<file path="src/verilog/mcp_defines.svh">
// Constants for the shared flash and pseudo-static RAM pin port.
// Functional notes
// - Output drive follows the output enable pin without waiting for a burst clock edge.
// - Flash ready, active-high default: low while burst data invalid, high while valid.
// - RAM wait, default setting: high while data invalid, low while valid.
// - After the first burst word, each rising burst clock edge advances and presents next.
// - Strobe low: address valid asynchronously, latched as burst start address in burst.
// - Strobe high: address inputs ignored, captured address kept.
// - Flash reset pin low returns the flash to reading array data.
// - Write protect low refuses program in the four outermost flash sectors.
// - High accelerate voltage speeds programming, sets unlock bypass; low blocks it.
// - Each die answers to its own chip enable; with both chip enables low only the flash answers.
// - Upper and lower byte selects gate their halves of the RAM data word.
`ifndef MCP_DEFINES_SVH
`define MCP_DEFINES_SVH

`define DQ_W 16
`define UA_W 7
`define MEM_AW 4
`define POL_BIT 10
`define PSRAM_CFG_RST 16'h0400
`define ERASED_WORD 16'hffff
`define SECTOR_SHIFT 1
`define OUTER_PER_END 2
`define ACC_VIL 2'h0
`define ACC_VHH 2'h3
`define CLK_PERIOD_NS 100
`define PROG_TIME_NS 400
`define ACCEL_PROG_TIME_NS 200
`define PROG_CYCLES ((`PROG_TIME_NS + `CLK_PERIOD_NS - 1) / `CLK_PERIOD_NS)
`define ACCEL_PROG_CYCLES ((`ACCEL_PROG_TIME_NS + `CLK_PERIOD_NS - 1) / `CLK_PERIOD_NS)
`define PROG_CNT_W 3
`define FIFO_DEPTH 4

`endif

</file>
<file path="src/verilog/mcp_pkg.sv">
// Types used by the pin port: its pin bundle and its state encodings.
package mcp_pkg;
`include "mcp_defines.svh"

    typedef struct packed {
        logic [`DQ_W-1:0] dq;
        logic [`UA_W-1:0] upper;
        logic avd_n;
        logic oe_n;
        logic we_n;
        logic clk;
        logic flash_ce_n;
        logic psram_ce_n;
        logic flash_rst_n;
        logic flash_wp_n;
        logic [1:0] accel;
        logic cre;
        logic ub_n;
        logic lb_n;
    } pins_s;

    typedef enum logic [2:0] {
        BURST_IDLE = 3'b001,
        BURST_FIRST = 3'b010,
        BURST_RUN = 3'b100
    } burst_e;

    typedef enum logic [1:0] {
        FLASH_READ_ARRAY = 2'b01,
        FLASH_PROGRAM = 2'b10
    } flash_e;

endpackage

</file>
<file path="src/verilog/muxed_flash_psram_bus_port.sv">
// Device-side logic of the shared flash and pseudo-static RAM multiplexed pin port.
`timescale 1ns/1ps
`include "mcp_defines.svh"
module muxed_flash_psram_bus_port #(
    parameter int MEM_AW = `MEM_AW,
    parameter int FIFO_DEPTH = `FIFO_DEPTH
) (
    input wire logic ref_clk,
    input wire logic rst_b,
    input wire logic burst_mode,
    input wire logic flash_ready_active_high,
    input wire logic [`DQ_W-1:0] shared_addr_data_lines,
    output logic [`DQ_W-1:0] dq_out,
    output logic [1:0] dq_oe_n,
    input wire logic [`UA_W-1:0] upper_address_lines,
    input wire logic address_valid_strobe_n,
    input wire logic output_enable_n,
    input wire logic write_enable_n,
    input wire logic burst_clk,
    input wire logic flash_ce_n,
    input wire logic psram_ce_n,
    input wire logic flash_reset_n,
    input wire logic flash_write_protect_n,
    input wire logic [1:0] flash_program_accel,
    input wire logic psram_cfg_reg_select,
    input wire logic psram_upper_byte_sel_n,
    input wire logic psram_lower_byte_sel_n,
    output logic ready_wait,
    output logic ready_wait_oe_n,
    output logic flash_busy,
    output logic flash_program_refused,
    output logic flash_unlock_bypass,
    output logic psram_wait_active_high
);
    localparam int DEPTH = 2 ** MEM_AW;
    localparam int NSECT = DEPTH >> `SECTOR_SHIFT;

    // ***************************************************************
    // Pin synchronisers
    // ***************************************************************
    mcp_pkg::pins_s pins, s1, s2, prev;

    assign pins = {shared_addr_data_lines, upper_address_lines, address_valid_strobe_n,
                   output_enable_n, write_enable_n, burst_clk, flash_ce_n, psram_ce_n,
                   flash_reset_n, flash_write_protect_n, flash_program_accel,
                   psram_cfg_reg_select, psram_upper_byte_sel_n, psram_lower_byte_sel_n};

    // Every active-low pin settles deasserted while reset is held.
    always_ff @(posedge ref_clk or negedge rst_b) begin
        if (!rst_b) begin
            s1 <= '1;
            s2 <= '1;
            prev <= '1;
        end else begin
            s1 <= pins;
            s2 <= s1;
            prev <= s2;
        end
    end

    logic flash_sel, psram_sel, any_sel, avd_low, clk_rise, we_rise, start;
    assign flash_sel = !s2.flash_ce_n;
    assign psram_sel = !s2.psram_ce_n && s2.flash_ce_n;
    assign any_sel = flash_sel || psram_sel;
    assign avd_low = !s2.avd_n;
    assign clk_rise = s2.clk && !prev.clk;
    assign we_rise = s2.we_n && !prev.we_n;
    assign start = burst_mode && avd_low && any_sel;

    function automatic logic [MEM_AW-1:0] word_index(input logic [`DQ_W-1:0] a);
        return a[MEM_AW-1:0];
    endfunction

    function automatic logic is_outer(input logic [MEM_AW-1:0] idx);
        int sec;
        sec = int'(idx) >> `SECTOR_SHIFT;
        return (sec < `OUTER_PER_END) || (sec >= NSECT - `OUTER_PER_END);
    endfunction

    // ***************************************************************
    // Storage
    // ***************************************************************
    logic [`DQ_W-1:0] flash_mem [DEPTH];
    logic [`DQ_W-1:0] psram_mem [DEPTH];
    logic [`DQ_W-1:0] psram_cfg;
    logic [`DQ_W+`UA_W-1:0] addr, next_addr;

    function automatic logic [`DQ_W-1:0] read_word(input logic [MEM_AW-1:0] idx);
        if (flash_sel) begin
            return flash_mem[idx];
        end
        return s2.cre ? psram_cfg : psram_mem[idx];
    endfunction

    // ***************************************************************
    // Address capture and burst engine
    // ***************************************************************
    mcp_pkg::burst_e state, next_state;
    logic [MEM_AW-1:0] cnt, next_cnt;
    logic data_valid, next_valid;
    logic [`DQ_W-1:0] next_dout;
    logic fifo_push, fifo_pop, fifo_flush, fifo_in_ready, fifo_out_valid;
    logic [`DQ_W-1:0] fifo_out_data;

    always_comb begin
        next_addr = addr;
        next_state = state;
        next_cnt = cnt;
        next_valid = data_valid;
        next_dout = dq_out;
        fifo_push = 1'b0;
        fifo_pop = 1'b0;
        fifo_flush = 1'b0;
        if (avd_low && any_sel) begin
            next_addr = {s2.upper, s2.dq};
        end
        unique case (state)
            mcp_pkg::BURST_IDLE: begin
                if (!burst_mode && any_sel) begin
                    next_dout = read_word(word_index(addr[`DQ_W-1:0]));
                    next_valid = 1'b1;
                end
            end
            mcp_pkg::BURST_FIRST: begin
                if (fifo_out_valid) begin
                    fifo_pop = 1'b1;
                    next_dout = fifo_out_data;
                    next_valid = 1'b1;
                    next_state = mcp_pkg::BURST_RUN;
                end
            end
            mcp_pkg::BURST_RUN: begin
                if (clk_rise) begin
                    fifo_pop = fifo_out_valid;
                    next_valid = fifo_out_valid;
                    if (fifo_out_valid) begin
                        next_dout = fifo_out_data;
                    end
                end
            end
        endcase
        if (state != mcp_pkg::BURST_IDLE && fifo_in_ready) begin
            fifo_push = 1'b1;
            next_cnt = MEM_AW'(cnt + 1'b1);
        end
        if (!any_sel || (flash_sel && !s2.flash_rst_n)) begin
            next_state = mcp_pkg::BURST_IDLE;
            fifo_flush = 1'b1;
            fifo_push = 1'b0;
            next_valid = 1'b0;
        end else if (start) begin
            next_state = mcp_pkg::BURST_FIRST;
            next_cnt = word_index(s2.dq);
            fifo_flush = 1'b1;
            fifo_push = 1'b0;
            next_valid = 1'b0;
        end
    end

    always_ff @(posedge ref_clk or negedge rst_b) begin
        if (!rst_b) begin
            addr <= '0;
            state <= mcp_pkg::BURST_IDLE;
            cnt <= '0;
            data_valid <= 1'b0;
            dq_out <= '0;
        end else begin
            addr <= next_addr;
            state <= next_state;
            cnt <= next_cnt;
            data_valid <= next_valid;
            dq_out <= next_dout;
        end
    end

    word_fifo #(
        .W(`DQ_W),
        .DEPTH(FIFO_DEPTH)
    ) u_burst_fifo (
        .ref_clk(ref_clk),
        .rst_b(rst_b),
        .flush(fifo_flush),
        .in_valid(fifo_push),
        .in_ready(fifo_in_ready),
        .in_data(read_word(cnt)),
        .out_valid(fifo_out_valid),
        .out_ready(fifo_pop),
        .out_data(fifo_out_data)
    );

    // ***************************************************************
    // Flash programming and RAM writes
    // ***************************************************************
    mcp_pkg::flash_e fstate, next_fstate;
    logic [`PROG_CNT_W-1:0] pcnt, next_pcnt;
    logic [MEM_AW-1:0] pidx, next_pidx, widx;
    logic [`DQ_W-1:0] pdata, next_pdata, next_cfg;
    logic [`DQ_W-1:0] next_flash_mem [DEPTH];
    logic [`DQ_W-1:0] next_psram_mem [DEPTH];
    logic next_refused, flash_wr, psram_wr;

    assign widx = word_index(addr[`DQ_W-1:0]);
    assign flash_wr = we_rise && flash_sel;
    assign psram_wr = we_rise && psram_sel;

    always_comb begin
        next_fstate = fstate;
        next_pcnt = pcnt;
        next_pidx = pidx;
        next_pdata = pdata;
        next_refused = 1'b0;
        next_flash_mem = flash_mem;
        next_psram_mem = psram_mem;
        next_cfg = psram_cfg;
        if (!s2.flash_rst_n) begin
            next_fstate = mcp_pkg::FLASH_READ_ARRAY;
            next_pcnt = '0;
        end else begin
            unique case (fstate)
                mcp_pkg::FLASH_READ_ARRAY: begin
                    if (flash_wr) begin
                        if (s2.accel == `ACC_VIL || (!s2.flash_wp_n && is_outer(widx))) begin
                            next_refused = 1'b1;
                        end else begin
                            next_fstate = mcp_pkg::FLASH_PROGRAM;
                            next_pidx = widx;
                            next_pdata = prev.dq;
                            next_pcnt = (s2.accel == `ACC_VHH) ?
                                `PROG_CNT_W'(`ACCEL_PROG_CYCLES) :
                                `PROG_CNT_W'(`PROG_CYCLES);
                        end
                    end
                end
                mcp_pkg::FLASH_PROGRAM: begin
                    if (pcnt <= `PROG_CNT_W'(1)) begin
                        next_flash_mem[pidx] = flash_mem[pidx] & pdata;
                        next_fstate = mcp_pkg::FLASH_READ_ARRAY;
                        next_pcnt = '0;
                    end else begin
                        next_pcnt = `PROG_CNT_W'(pcnt - 1'b1);
                    end
                end
            endcase
        end
        if (psram_wr) begin
            if (prev.cre) begin
                next_cfg = prev.dq;
            end else begin
                if (!prev.ub_n) begin
                    next_psram_mem[widx][15:8] = prev.dq[15:8];
                end
                if (!prev.lb_n) begin
                    next_psram_mem[widx][7:0] = prev.dq[7:0];
                end
            end
        end
    end

    always_ff @(posedge ref_clk or negedge rst_b) begin
        if (!rst_b) begin
            fstate <= mcp_pkg::FLASH_READ_ARRAY;
            pcnt <= '0;
            pidx <= '0;
            pdata <= '0;
            psram_cfg <= `PSRAM_CFG_RST;
            flash_mem <= '{default: `ERASED_WORD};
            psram_mem <= '{default: '0};
        end else begin
            fstate <= next_fstate;
            pcnt <= next_pcnt;
            pidx <= next_pidx;
            pdata <= next_pdata;
            psram_cfg <= next_cfg;
            flash_mem <= next_flash_mem;
            psram_mem <= next_psram_mem;
        end
    end

    // ***************************************************************
    // Pin drivers
    // ***************************************************************
    logic [1:0] next_oe_n;
    logic rd_en, vld, next_ready, next_ready_oe_n, src_flash;

    always_comb begin
        rd_en = !s2.oe_n && s2.we_n && s2.avd_n;
        next_oe_n[1] = !(rd_en && (flash_sel || (psram_sel && !s2.ub_n)));
        next_oe_n[0] = !(rd_en && (flash_sel || (psram_sel && !s2.lb_n)));
        vld = burst_mode ? next_valid : 1'b1;
        if (flash_sel) begin
            next_ready = flash_ready_active_high ? vld : !vld;
        end else begin
            next_ready = psram_cfg[`POL_BIT] ? !vld : vld;
        end
        next_ready_oe_n = !any_sel;
    end

    always_ff @(posedge ref_clk or negedge rst_b) begin
        if (!rst_b) begin
            dq_oe_n <= 2'h3;
            ready_wait <= 1'b0;
            ready_wait_oe_n <= 1'b1;
            src_flash <= 1'b0;
            flash_busy <= 1'b0;
            flash_program_refused <= 1'b0;
            flash_unlock_bypass <= 1'b0;
            psram_wait_active_high <= 1'b1;
        end else begin
            dq_oe_n <= next_oe_n;
            ready_wait <= next_ready;
            ready_wait_oe_n <= next_ready_oe_n;
            src_flash <= flash_sel;
            flash_busy <= next_fstate == mcp_pkg::FLASH_PROGRAM;
            flash_program_refused <= next_refused;
            flash_unlock_bypass <= s2.accel == `ACC_VHH;
            psram_wait_active_high <= next_cfg[`POL_BIT];
        end
    end
endmodule // muxed_flash_psram_bus_port

</file>
<file path="src/verilog/word_fifo.sv">
// Small word buffer between the array read side and the burst output.
`timescale 1ns/1ps
module word_fifo #(
    parameter int W = 16,
    parameter int DEPTH = 4
) (
    input wire logic ref_clk,
    input wire logic rst_b,
    input wire logic flush,
    input wire logic in_valid,
    output logic in_ready,
    input wire logic [W-1:0] in_data,
    output logic out_valid,
    input wire logic out_ready,
    output logic [W-1:0] out_data
);
    localparam int AW = $clog2(DEPTH);

    logic [W-1:0] mem [DEPTH];
    logic [W-1:0] next_mem [DEPTH];
    logic [AW-1:0] wr_ptr, rd_ptr, next_wr_ptr, next_rd_ptr;
    logic [AW:0] count, next_count;
    logic do_push, do_pop;

    always_comb begin
        do_push = in_valid && in_ready;
        do_pop = out_valid && out_ready;
        next_mem = mem;
        next_wr_ptr = wr_ptr;
        next_rd_ptr = rd_ptr;
        next_count = count;
        if (flush) begin
            next_wr_ptr = '0;
            next_rd_ptr = '0;
            next_count = '0;
        end else begin
            if (do_push) begin
                next_mem[wr_ptr] = in_data;
                next_wr_ptr = (int'(wr_ptr) == DEPTH - 1) ? '0 : AW'(wr_ptr + 1'b1);
            end
            if (do_pop) begin
                next_rd_ptr = (int'(rd_ptr) == DEPTH - 1) ? '0 : AW'(rd_ptr + 1'b1);
            end
            next_count = (AW+1)'(count + (AW+1)'(do_push) - (AW+1)'(do_pop));
        end
    end

    always_ff @(posedge ref_clk or negedge rst_b) begin
        if (!rst_b) begin
            wr_ptr <= '0;
            rd_ptr <= '0;
            count <= '0;
        end else begin
            wr_ptr <= next_wr_ptr;
            rd_ptr <= next_rd_ptr;
            count <= next_count;
        end
    end

    always_ff @(posedge ref_clk) begin
        mem <= next_mem;
    end

    assign in_ready = int'(count) < DEPTH;
    assign out_valid = count != '0;
    assign out_data = mem[rd_ptr];
endmodule // word_fifo

</file>
<file path="config.mk">
export PLATFORM = sky130hd
export DESIGN_NAME = muxed_flash_psram_bus_port
export DESIGN_NICKNAME = d
export VERILOG_FILES = /design/src/verilog/mcp_pkg.sv /design/src/verilog/muxed_flash_psram_bus_port.sv /design/src/verilog/word_fifo.sv
export VERILOG_INCLUDE_DIRS = /design/src /design/src/verilog
export SDC_FILE = /design/constraint.sdc
export NUM_CORES = 1
export LEC_CHECK = 0
export CAP_MARGIN = 20
export CORE_UTILIZATION = 60
export CTS_BUF_LIST = sky130_fd_sc_hd__clkbuf_8 sky130_fd_sc_hd__clkbuf_16
export DETAILED_ROUTE_END_ITERATION = 10
export DONT_BUFFER_PORTS = 1
export GPL_TIMING_DRIVEN = 0
export PLACE_DENSITY = 0.76
export SLEW_MARGIN = 20
export SYNTH_ARGS = -nofsm -noshare
export SYNTH_HDL_FRONTEND = slang
export SYNTH_SLANG_ARGS = --single-unit
</file>
<file path="constraint.sdc">
create_clock -name ref_clk -period 3.25 [get_ports ref_clk]
set_input_delay 0.65 -clock ref_clk [delete_from_list [all_inputs] [get_ports ref_clk]]
set_output_delay 0.65 -clock ref_clk [all_outputs]
set_load 0.05 [all_outputs]
</file>
==> results of run 1 <==
-- flip-flops by register name (all words and copies together) (netlist names), 2 cells and up --
name                 count
dq_oe_n                  2
prev                    21
psram_cfg               16
u_burst_fifo.mem        64
pdata                   16
psram_mem              256
flash_mem              256
pcnt                     3
u_burst_fifo.rd_ptr      2
pidx                     4
dq_out                  16
u_burst_fifo.wr_ptr      2
fstate                   2
s1                      29
addr                     4
s2                      29
cnt                      4
u_burst_fifo.count       3
state                    3
-- report_power, final --
part           total (uW)  leakage [uW]  internal (uW)  switching, uW
logic                6340       0.00721           2110           4230
clock network        9560       0.00141           5530           4030
registers           10500       0.00864           9760            736
total               26400        0.0173          17400           9000
-- logic make-up (layout without fill, tap and decap cells) --
| logic type | after synthesis | count (layout) | share of synthesized area [%] |
|---|---|---|---|
| compound gates | 539 | 539 | 11.1 |
| buf+inv | 236 | 417 | 3.08 |
| mux | 725 | 725 | 29.7 |
| simple gates | 371 | 371 | 4.85 |
| other cells | 0 | 15 | 0 |
| flops | 738 | 738 | 50.6 |
| xor+xnor | 7 | 7 | 0.161 |
| fa+ha+maj | 15 | 15 | 0.514 |
-- per-stage QoR --
stage / setup TNS, ns / utilization (%) / setup slack, ns / hold WS (ns)
floorplan: 0 / - / 0.681 / 0.345
global placement: -163.26 / 62.8 / -1.80 / 0.346
detailed placement: -95.26 / 62.9 / -1.66 / 0.347
CTS: 0 / 68.0 / 0.00295 / -0.308
global route: -0.0206 / 68.1 / -0.0206 / -0.314
finish: -0.727 / 68.2 / -0.103 / -0.297
-- final cells by class --
type                            count  area, um2
Buffer                            208       1150
Tap cell                          837       1050
Inverter                           23       91.3
Fill cell                        4377      19800
Antenna cell                       15       37.5
Timing Repair Buffer               39        395
Clock inverter                     45        435
Clock buffer                      102       2320
Multi-Input combinational cell   1657      17700
Sequential cell                   738      19200
-- cell usage after synthesis, drive strengths merged (5+ instances only) --
| master | n |
|---|---|
| dfrtp | 333 |
| a221oi | 9 |
| a22o | 260 |
| and3 | 9 |
| buf | 127 |
| nand2 | 163 |
| nor3 | 12 |
| mux2i | 100 |
| nor2 | 71 |
| nor4 | 6 |
| a21oi | 65 |
| and2 | 19 |
| o21ai | 31 |
| inv | 22 |
| nand2b | 15 |
| nor3b | 20 |
| o22ai | 45 |
| a311oi | 5 |
| a22oi | 5 |
| ha | 14 |
| or2 | 7 |
| mux2 | 338 |
| a211oi | 24 |
| o32ai | 6 |
| o221ai | 20 |
| edfxtp | 64 |
| a2111oi | 13 |
| o22a | 22 |
| dfstp | 341 |
| nor2b | 19 |
| nand3 | 17 |
| mux4 | 287 |
| clkbuf | 86 |
-- layout by cell type, fill, tap and decap left out, drive strengths merged, types with 5 or more instances in the layout --
cell / netlist / final
or2: 7 / 7
a211oi: 24 / 24
dfstp: 341 / 341
a22oi: 5 / 5
o21ai: 31 / 31
clkbuf: 86 / 190
nor2b: 19 / 19
ha: 14 / 14
diode: 0 / 15
nor3: 12 / 12
nor4: 6 / 6
dlygate4sd3: 0 / 29
mux2i: 100 / 100
and3: 9 / 9
o221ai: 20 / 20
a21oi: 65 / 65
inv: 22 / 36
dfrtp: 333 / 333
and2: 19 / 19
clkinv: 1 / 22
nand2b: 15 / 15
nand3: 17 / 17
nand2: 163 / 163
bufinv: 0 / 6
o22a: 22 / 22
o22ai: 45 / 45
buf: 127 / 128
a221oi: 9 / 9
nor2: 71 / 71
a311oi: 5 / 5
mux4: 287 / 287
mux2: 338 / 338
nor3b: 20 / 20
a22o: 260 / 260
edfxtp: 64 / 64
o32ai: 6 / 6
a2111oi: 13 / 13
-- routing by layer --
| metal | vias to the layer above | part of all wire (%) |
|---|---|---|
| met1 | 14900 | 35 |
| met2 | 2566 | 41 |
| li1 | 10600 | - |
| met4 | 16 | 7.2 |
| met5 | - | 0.16 |
| met3 | 635 | 16 |
-- worst paths after layout --
kind	startpoint	to
max	addr[2]$_DFFE_PN0P_	dq_out[4]$_DFFE_PN0P_
min	rst_b	flash_busy$_DFF_PN0_
max reg2reg	addr[2]$_DFFE_PN0P_	dq_out[4]$_DFFE_PN0P_
min reg2reg	s1[31]$_DFF_PN1_	s2[31]$_DFF_PN1_
max in group asynchronous	rst_b	psram_mem[81]$_DFFE_PN0P_
min in group ref_clk	burst_mode	ready_wait$_DFF_PN0_
-- what timing repair did --
| action | in CTS | in global routing |
|---|---|---|
| setup endpoints to repair | 238 | 219 |
| pin swaps | 0 | 2 |
| gates resized for setup | 42 | 20 |
| setup buffers | 0 | 4 |
| endpoints found under the hold margin | 565 | 412 |
-- critical path: stages (launching register included) --
cell	delay, ns
sky130_fd_sc_hd__dfrtp_1	0.42
sky130_fd_sc_hd__buf_4	0.25
sky130_fd_sc_hd__buf_2	0.42
sky130_fd_sc_hd__clkbuf_4	0.45
sky130_fd_sc_hd__mux4_2	0.36
sky130_fd_sc_hd__a22oi_1	0.54
sky130_fd_sc_hd__o41ai_2	0.31
sky130_fd_sc_hd__a211oi_1	0.37
sky130_fd_sc_hd__a311oi_1	0.08
==> flow_metrics.py, run 1 <==
metrics = {
    "synthesis": {
        "synth-main-ff-cell": "sky130_fd_sc_hd__dfstp_2",
        "post-synth-top-area-fraction_pct": 23.6,
        "seq_area_frac_synth_pct": 50.6,
        "syn-mean-instance-area_um2": 14.4,
        "syn-num-nets": 2686,
        "synth_cells": 2631,
        "mappedNetlistArea_um2": 38000,
        "ys_seq_elements": 738,
        "async_sr_flop_fraction_pct": 91.3,
        "synth_area_leaders": "sky130_fd_sc_hd__dfstp_2 24%, sky130_fd_sc_hd__dfrtp_1 22%, sky130_fd_sc_hd__mux4_2 17%, sky130_fd_sc_hd__mux2_2 9.0%, sky130_fd_sc_hd__a22o_1 6.0%",
        "synth.largest_area_cell": "sky130_fd_sc_hd__dfstp_2",
        "post_synth_cell_types": 75,
        "synth_enable_flop_cells": 64,
        "yosys_warnings": 0,
    },
    "clocking": {
        "tritoncts.num_buffers": 79,
        "clkLatencyLatePin_ns": 0.66,
        "clock_tree.buffer_depth": 3,
        "cts_hold_repair.buffers": 29,
        "cts_max_level": 3,
        "clock-sinks": 738,
        "clk_transition_reported_paths_ns": 0.06,
        "cts_tree": "built",
        "cts_root_buf": "sky130_fd_sc_hd__clkbuf_16",
    },
    "global_routing": {
        "use_met2_pct": 66.1,
        "global_route_wire_length_before_repair_mm": 214,
        "grt_pass1_vias": 28000,
        "grt_use_met1_pct": 62.8,
        "grt-ovfl-total": 0,
        "pin_count_of_the_biggest_net_entering_global_routing": 675,
        "global_route_layer_with_the_greatest_usage": "met2",
        "met3_usage_pct": 23.6,
        "gr-usage-all-layers_pct": 48.6,
        "grt_antenna_before_repair": 21,
    },
    "timing": {
        "setup_viol": 26,
        "fin_hold_ws_ns": -0.297,
        "slew_viol_final": 543,
        "timing.final.crit_period_ns": 3.35,
        "final.setup.worst_slack_ns": -0.103,
        "timing.clock.skew_ns": 0.0172,
        "hold_viol": 84,
        "worst_slew_margin_rel_pct": -169,
        "worst_slew_pin_slew_ns": 4.04,
        "achievable-frequency_mhz": 298,
        "fraction_of_the_cycle_the_final_worst_path_needs_pct": 103,
    },
    "routing": {
        "avgViaCountPerCell": 7.85,
        "post_route_drc": 0,
        "antenna_violating_nets_post_route": 0,
        "total_vias_in_the_final_route": 28800,
        "drt_iter0_drc": 4607,
        "drt-wirelength-per-cell_um": 41.8,
        "drt-total-wl_mm": 153,
        "first_pass_iters": 8,
    },
    "worst_setup_path": {
        "r2r_setup_slack_ns": -0.10,
        "criticalPathCategory": "flop to flop",
        "ff2ff_path_depth": 8,
        "endpoint_kind": "flop",
        "data_required_time_of_the_critical_path_ns": 3.77,
        "cp_data_arrival_time_ns": 3.88,
        "worstPathMaxFanout": 10,
        "critical_path_start_type": "flop",
    },
    "power": {
        "p_leak_uw": 0.0173,
        "power_density_cells_nw_per_um2": 623,
        "max-vdd-ir-drop_v": 0.000635,
        "power_uw": 26400,
    },
    "finish": {
        "drive_gt1_share_pct": 44.7,
        "syn_to_final_growth_pct": 11.6,
        "finalInstanceArea_um2": 42400,
        "stdcell_count": 3664,
        "final_stage_net_count": 2801,
    },
    "placement": {
        "dpl-instance-area_um2": 39100,
        "gp_congestion": 1.05,
        "post-place-cells": 3474,
        "input_output_buffers": 0,
        "detailed_place_hpwl_mm": 106,
    },
    "floorplan": {
        "core_area_um2": 62200,
        "die_h_um": 254,
        "top_level_ports": 64,
        "floorplan.initialDensity_pct": 61.1,
        "die_area_um2": 64300,
        "fp.dieW_um": 254,
        "placement_rows": 91,
    },
    "hold_path": {
        "holdCritPathClass": "primary input to asynchronous set/reset pin",
    },
    "outcome": {
        "run_status": "finished, violations left",
        "violated_checks": "hold timing, slew limit, setup timing",
    },
    "job": {
        "maximum_capacitance_violations": 0,
    },
}
Note: power is estimated with default switching activity, not from simulation.
==> run 2, diff against run 1 <==
--- a/config.mk
+++ b/config.mk
@@ -7,12 +7,12 @@
 export NUM_CORES = 1
 export LEC_CHECK = 0
 export CAP_MARGIN = 20
-export CORE_UTILIZATION = 60
+export CORE_UTILIZATION = 40
 export CTS_BUF_LIST = sky130_fd_sc_hd__clkbuf_8 sky130_fd_sc_hd__clkbuf_16
 export DETAILED_ROUTE_END_ITERATION = 10
 export DONT_BUFFER_PORTS = 1
 export GPL_TIMING_DRIVEN = 0
-export PLACE_DENSITY = 0.76
+export RECOVER_POWER = 25
 export SLEW_MARGIN = 20
 export SYNTH_ARGS = -nofsm -noshare
 export SYNTH_HDL_FRONTEND = slang
==> flow_metrics.py, run 2 (synthesized netlist as in run 1, its figures left out) <==
metrics = {
    "placement": {
        "gp_congestion": 1.00,
        "placement.setup.worst_slack_ns": -1.98,
        "input_output_buffers": 0,
        "detailed_place_hpwl_mm": 108,
    },
    "timing": {
        "worst_slew_pin_slew_ns": 1.25,
        "fin_hold_ws_ns": -0.0164,
        "achievable-frequency_mhz": 299,
        "rsz0062_at_grt": "false",
        "slew_viol_final": 0,
        "timing.clock.skew_ns": 0.0378,
        "setup_viol": 16,
        "hold_viol": 21,
        "timing.final.crit_period_ns": 3.35,
        "worst_slew_margin_rel_pct": 16.2,
        "final.setup.worst_slack_ns": -0.0974,
        "fraction_of_the_cycle_the_final_worst_path_needs_pct": 103,
    },
    "worst_setup_path": {
        "cp_data_arrival_time_ns": 3.91,
        "endpoint_kind": "flop",
        "worstPathMaxFanout": 10,
        "critical_path_start_type": "flop",
        "criticalPathCategory": "flop to flop",
        "data_required_time_of_the_critical_path_ns": 3.81,
    },
    "floorplan": {
        "fp.dieW_um": 310,
        "die_h_um": 310,
        "core_area_um2": 93700,
        "floorplan.initialDensity_pct": 40.5,
        "die_area_um2": 96200,
        "top_level_ports": 64,
        "placement_rows": 112,
    },
    "finish": {
        "syn_to_final_growth_pct": 13.6,
        "area_taken_by_multi_input_logic_gates_um2": 17700,
        "drive_gt1_share_pct": 44.8,
        "area.sequential_um2": 19200,
        "mostFrequentLayoutCell": "sky130_fd_sc_hd__dfstp_2",
        "final_stage_net_count": 2813,
        "n_fill_cell": 8238,
        "reg_top3": "flash_mem x256, psram_mem x256, u_burst_fifo.mem x64",
        "layout_common_cells": "334 x sky130_fd_sc_hd__dfstp_2, 332 x sky130_fd_sc_hd__dfrtp_1, 304 x sky130_fd_sc_hd__mux2_2, 287 x sky130_fd_sc_hd__mux4_2, 260 x sky130_fd_sc_hd__a22o_1",
    },
    "routing": {
        "drt-total-wl_mm": 159,
        "post_route_drc": 0,
        "antenna_violating_nets_post_route": 0,
        "drt_iter0_drc": 3899,
        "drt-wirelength-per-cell_um": 38.8,
        "first_pass_iters": 8,
        "total_vias_in_the_final_route": 28000,
        "avgViaCountPerCell": 6.85,
    },
    "clocking": {
        "clock-sinks": 738,
        "tritoncts.num_buffers": 87,
        "clk_transition_reported_paths_ns": 0.07,
        "cts_root_buf": "sky130_fd_sc_hd__clkbuf_16",
        "clock_tree.buffer_depth": 3,
        "clkLatencyLatePin_ns": 0.69,
        "cts_max_level": 3,
        "cts_tree": "built",
    },
    "hold_path": {
        "holdCritPathClass": "primary input to asynchronous set/reset pin",
    },
    "power": {
        "max-vdd-ir-drop_v": 0.000439,
        "power_uw": 27000,
        "power_density_cells_nw_per_um2": 625,
        "p_leak_uw": 0.0174,
    },
    "global_routing": {
        "global_route_wire_length_before_repair_mm": 220,
        "grt-ovfl-total": 0,
        "grt_antenna_before_repair": 10,
        "gr-usage-all-layers_pct": 33.0,
        "grt_pass1_vias": 27900,
        "pin_count_of_the_biggest_net_entering_global_routing": 675,
    },
    "outcome": {
        "violated_checks": "hold timing, setup timing",
        "run_status": "finished, violations left",
    },
    "job": {
        "maximum_capacitance_violations": 0,
    },
}
-- run 2: cell count changes in the layout (fill, tap and decap cells not counted), sizes merged, moves of 2 or more --
| cell | previous run | this run |
|---|---|---|
| bufinv | 6 | 4 |
| buf | 128 | 135 |
| clkinv | 22 | 24 |
| diode | 15 | 4 |
| inv | 36 | 48 |
-- run 2: layout make-up --
cell class	count	share of cell area, %
clock inverter	56	0.998
inverter	23	0.212
antenna	4	0.0232
timing repair buffer	43	1.13
multi-input combinational	1657	41.1
sequential	738	44.6
buffer	208	2.70
clock buffer	106	5.68
tap	1254	3.64
-- run 2: timing repair --
action | CTS | global route
setup buffers | 0 | 4
resized for setup | 45 | 34
hold endpoints to repair | 496 | 15
setup endpoints to repair | 247 | 166
pin swaps | 1 | 2
hold buffers | 29 | 1
-- run 2: path summary, 6_finish.rpt --
| check | from | endpoint | slack, ns | cells past startpoint |
|---|---|---|---|---|
| setup / recovery | addr[2]$_DFFE_PN0P_ | dq_out[0]$_DFFE_PN0P_ | -0.1 | 8 |
| hold / removal | rst_b | psram_mem[23]$_DFFE_PN0P_ | -0.02 | 1 |
| setup reg to reg | addr[2]$_DFFE_PN0P_ | dq_out[0]$_DFFE_PN0P_ | -0.1 | 8 |
| hold reg to reg | s2[32]$_DFF_PN1_ | prev[32]$_DFF_PN1_ | 0.35 | 0 |
| max in group asynchronous | rst_b | pidx[0]$_DFFE_PN0P_ | 1.31 | 3 |
| min in group ref_clk | burst_mode | ready_wait$_DFF_PN0_ | 0.15 | 2 |
-- run 2: report_power, final --
part | leakage, uW | switching [uW] | internal [uW]
registers | 0.00863 | 772 | 9760
logic | 0.00728 | 4410 | 2120
clock network | 0.00151 | 4210 | 5680
total | 0.0174 | 9400 | 17600
-- run 2: metal layers --
metal  vias up  wire length, um  global-route usage (%)
li1      10700                -                       -
met1     14800            59600                    42.2
met4        10            11100                    20.3
met5         -              198                       0
met3       537            20300                    12.2
met2      2002            67400                    47.5
-- run 2: worst max-delay path, cell delays in order (launching register included) --
cell	delay [ns]
sky130_fd_sc_hd__dfrtp_2	0.45
sky130_fd_sc_hd__buf_6	0.20
sky130_fd_sc_hd__buf_2	0.50
sky130_fd_sc_hd__buf_4	0.41
sky130_fd_sc_hd__mux4_2	0.36
sky130_fd_sc_hd__mux2i_1	0.39
sky130_fd_sc_hd__o22ai_1	0.43
sky130_fd_sc_hd__o32ai_1	0.39
sky130_fd_sc_hd__a21oi_1	0.06
-- run 2: stage by stage --
stage	cells	setup TNS [ns]	util, %	area, um2	hold slack (ns)
global route	4085	0	46.0	43100	0.0626
floorplan	2631	0	-	38000	0.345
CTS	4077	0	45.8	42900	-0.336
global placement	3885	-194.53	42.2	39500	0.347
finish	4089	-0.775	46.0	43100	-0.0164
detailed placement	3890	-162.66	42.3	39600	0.347
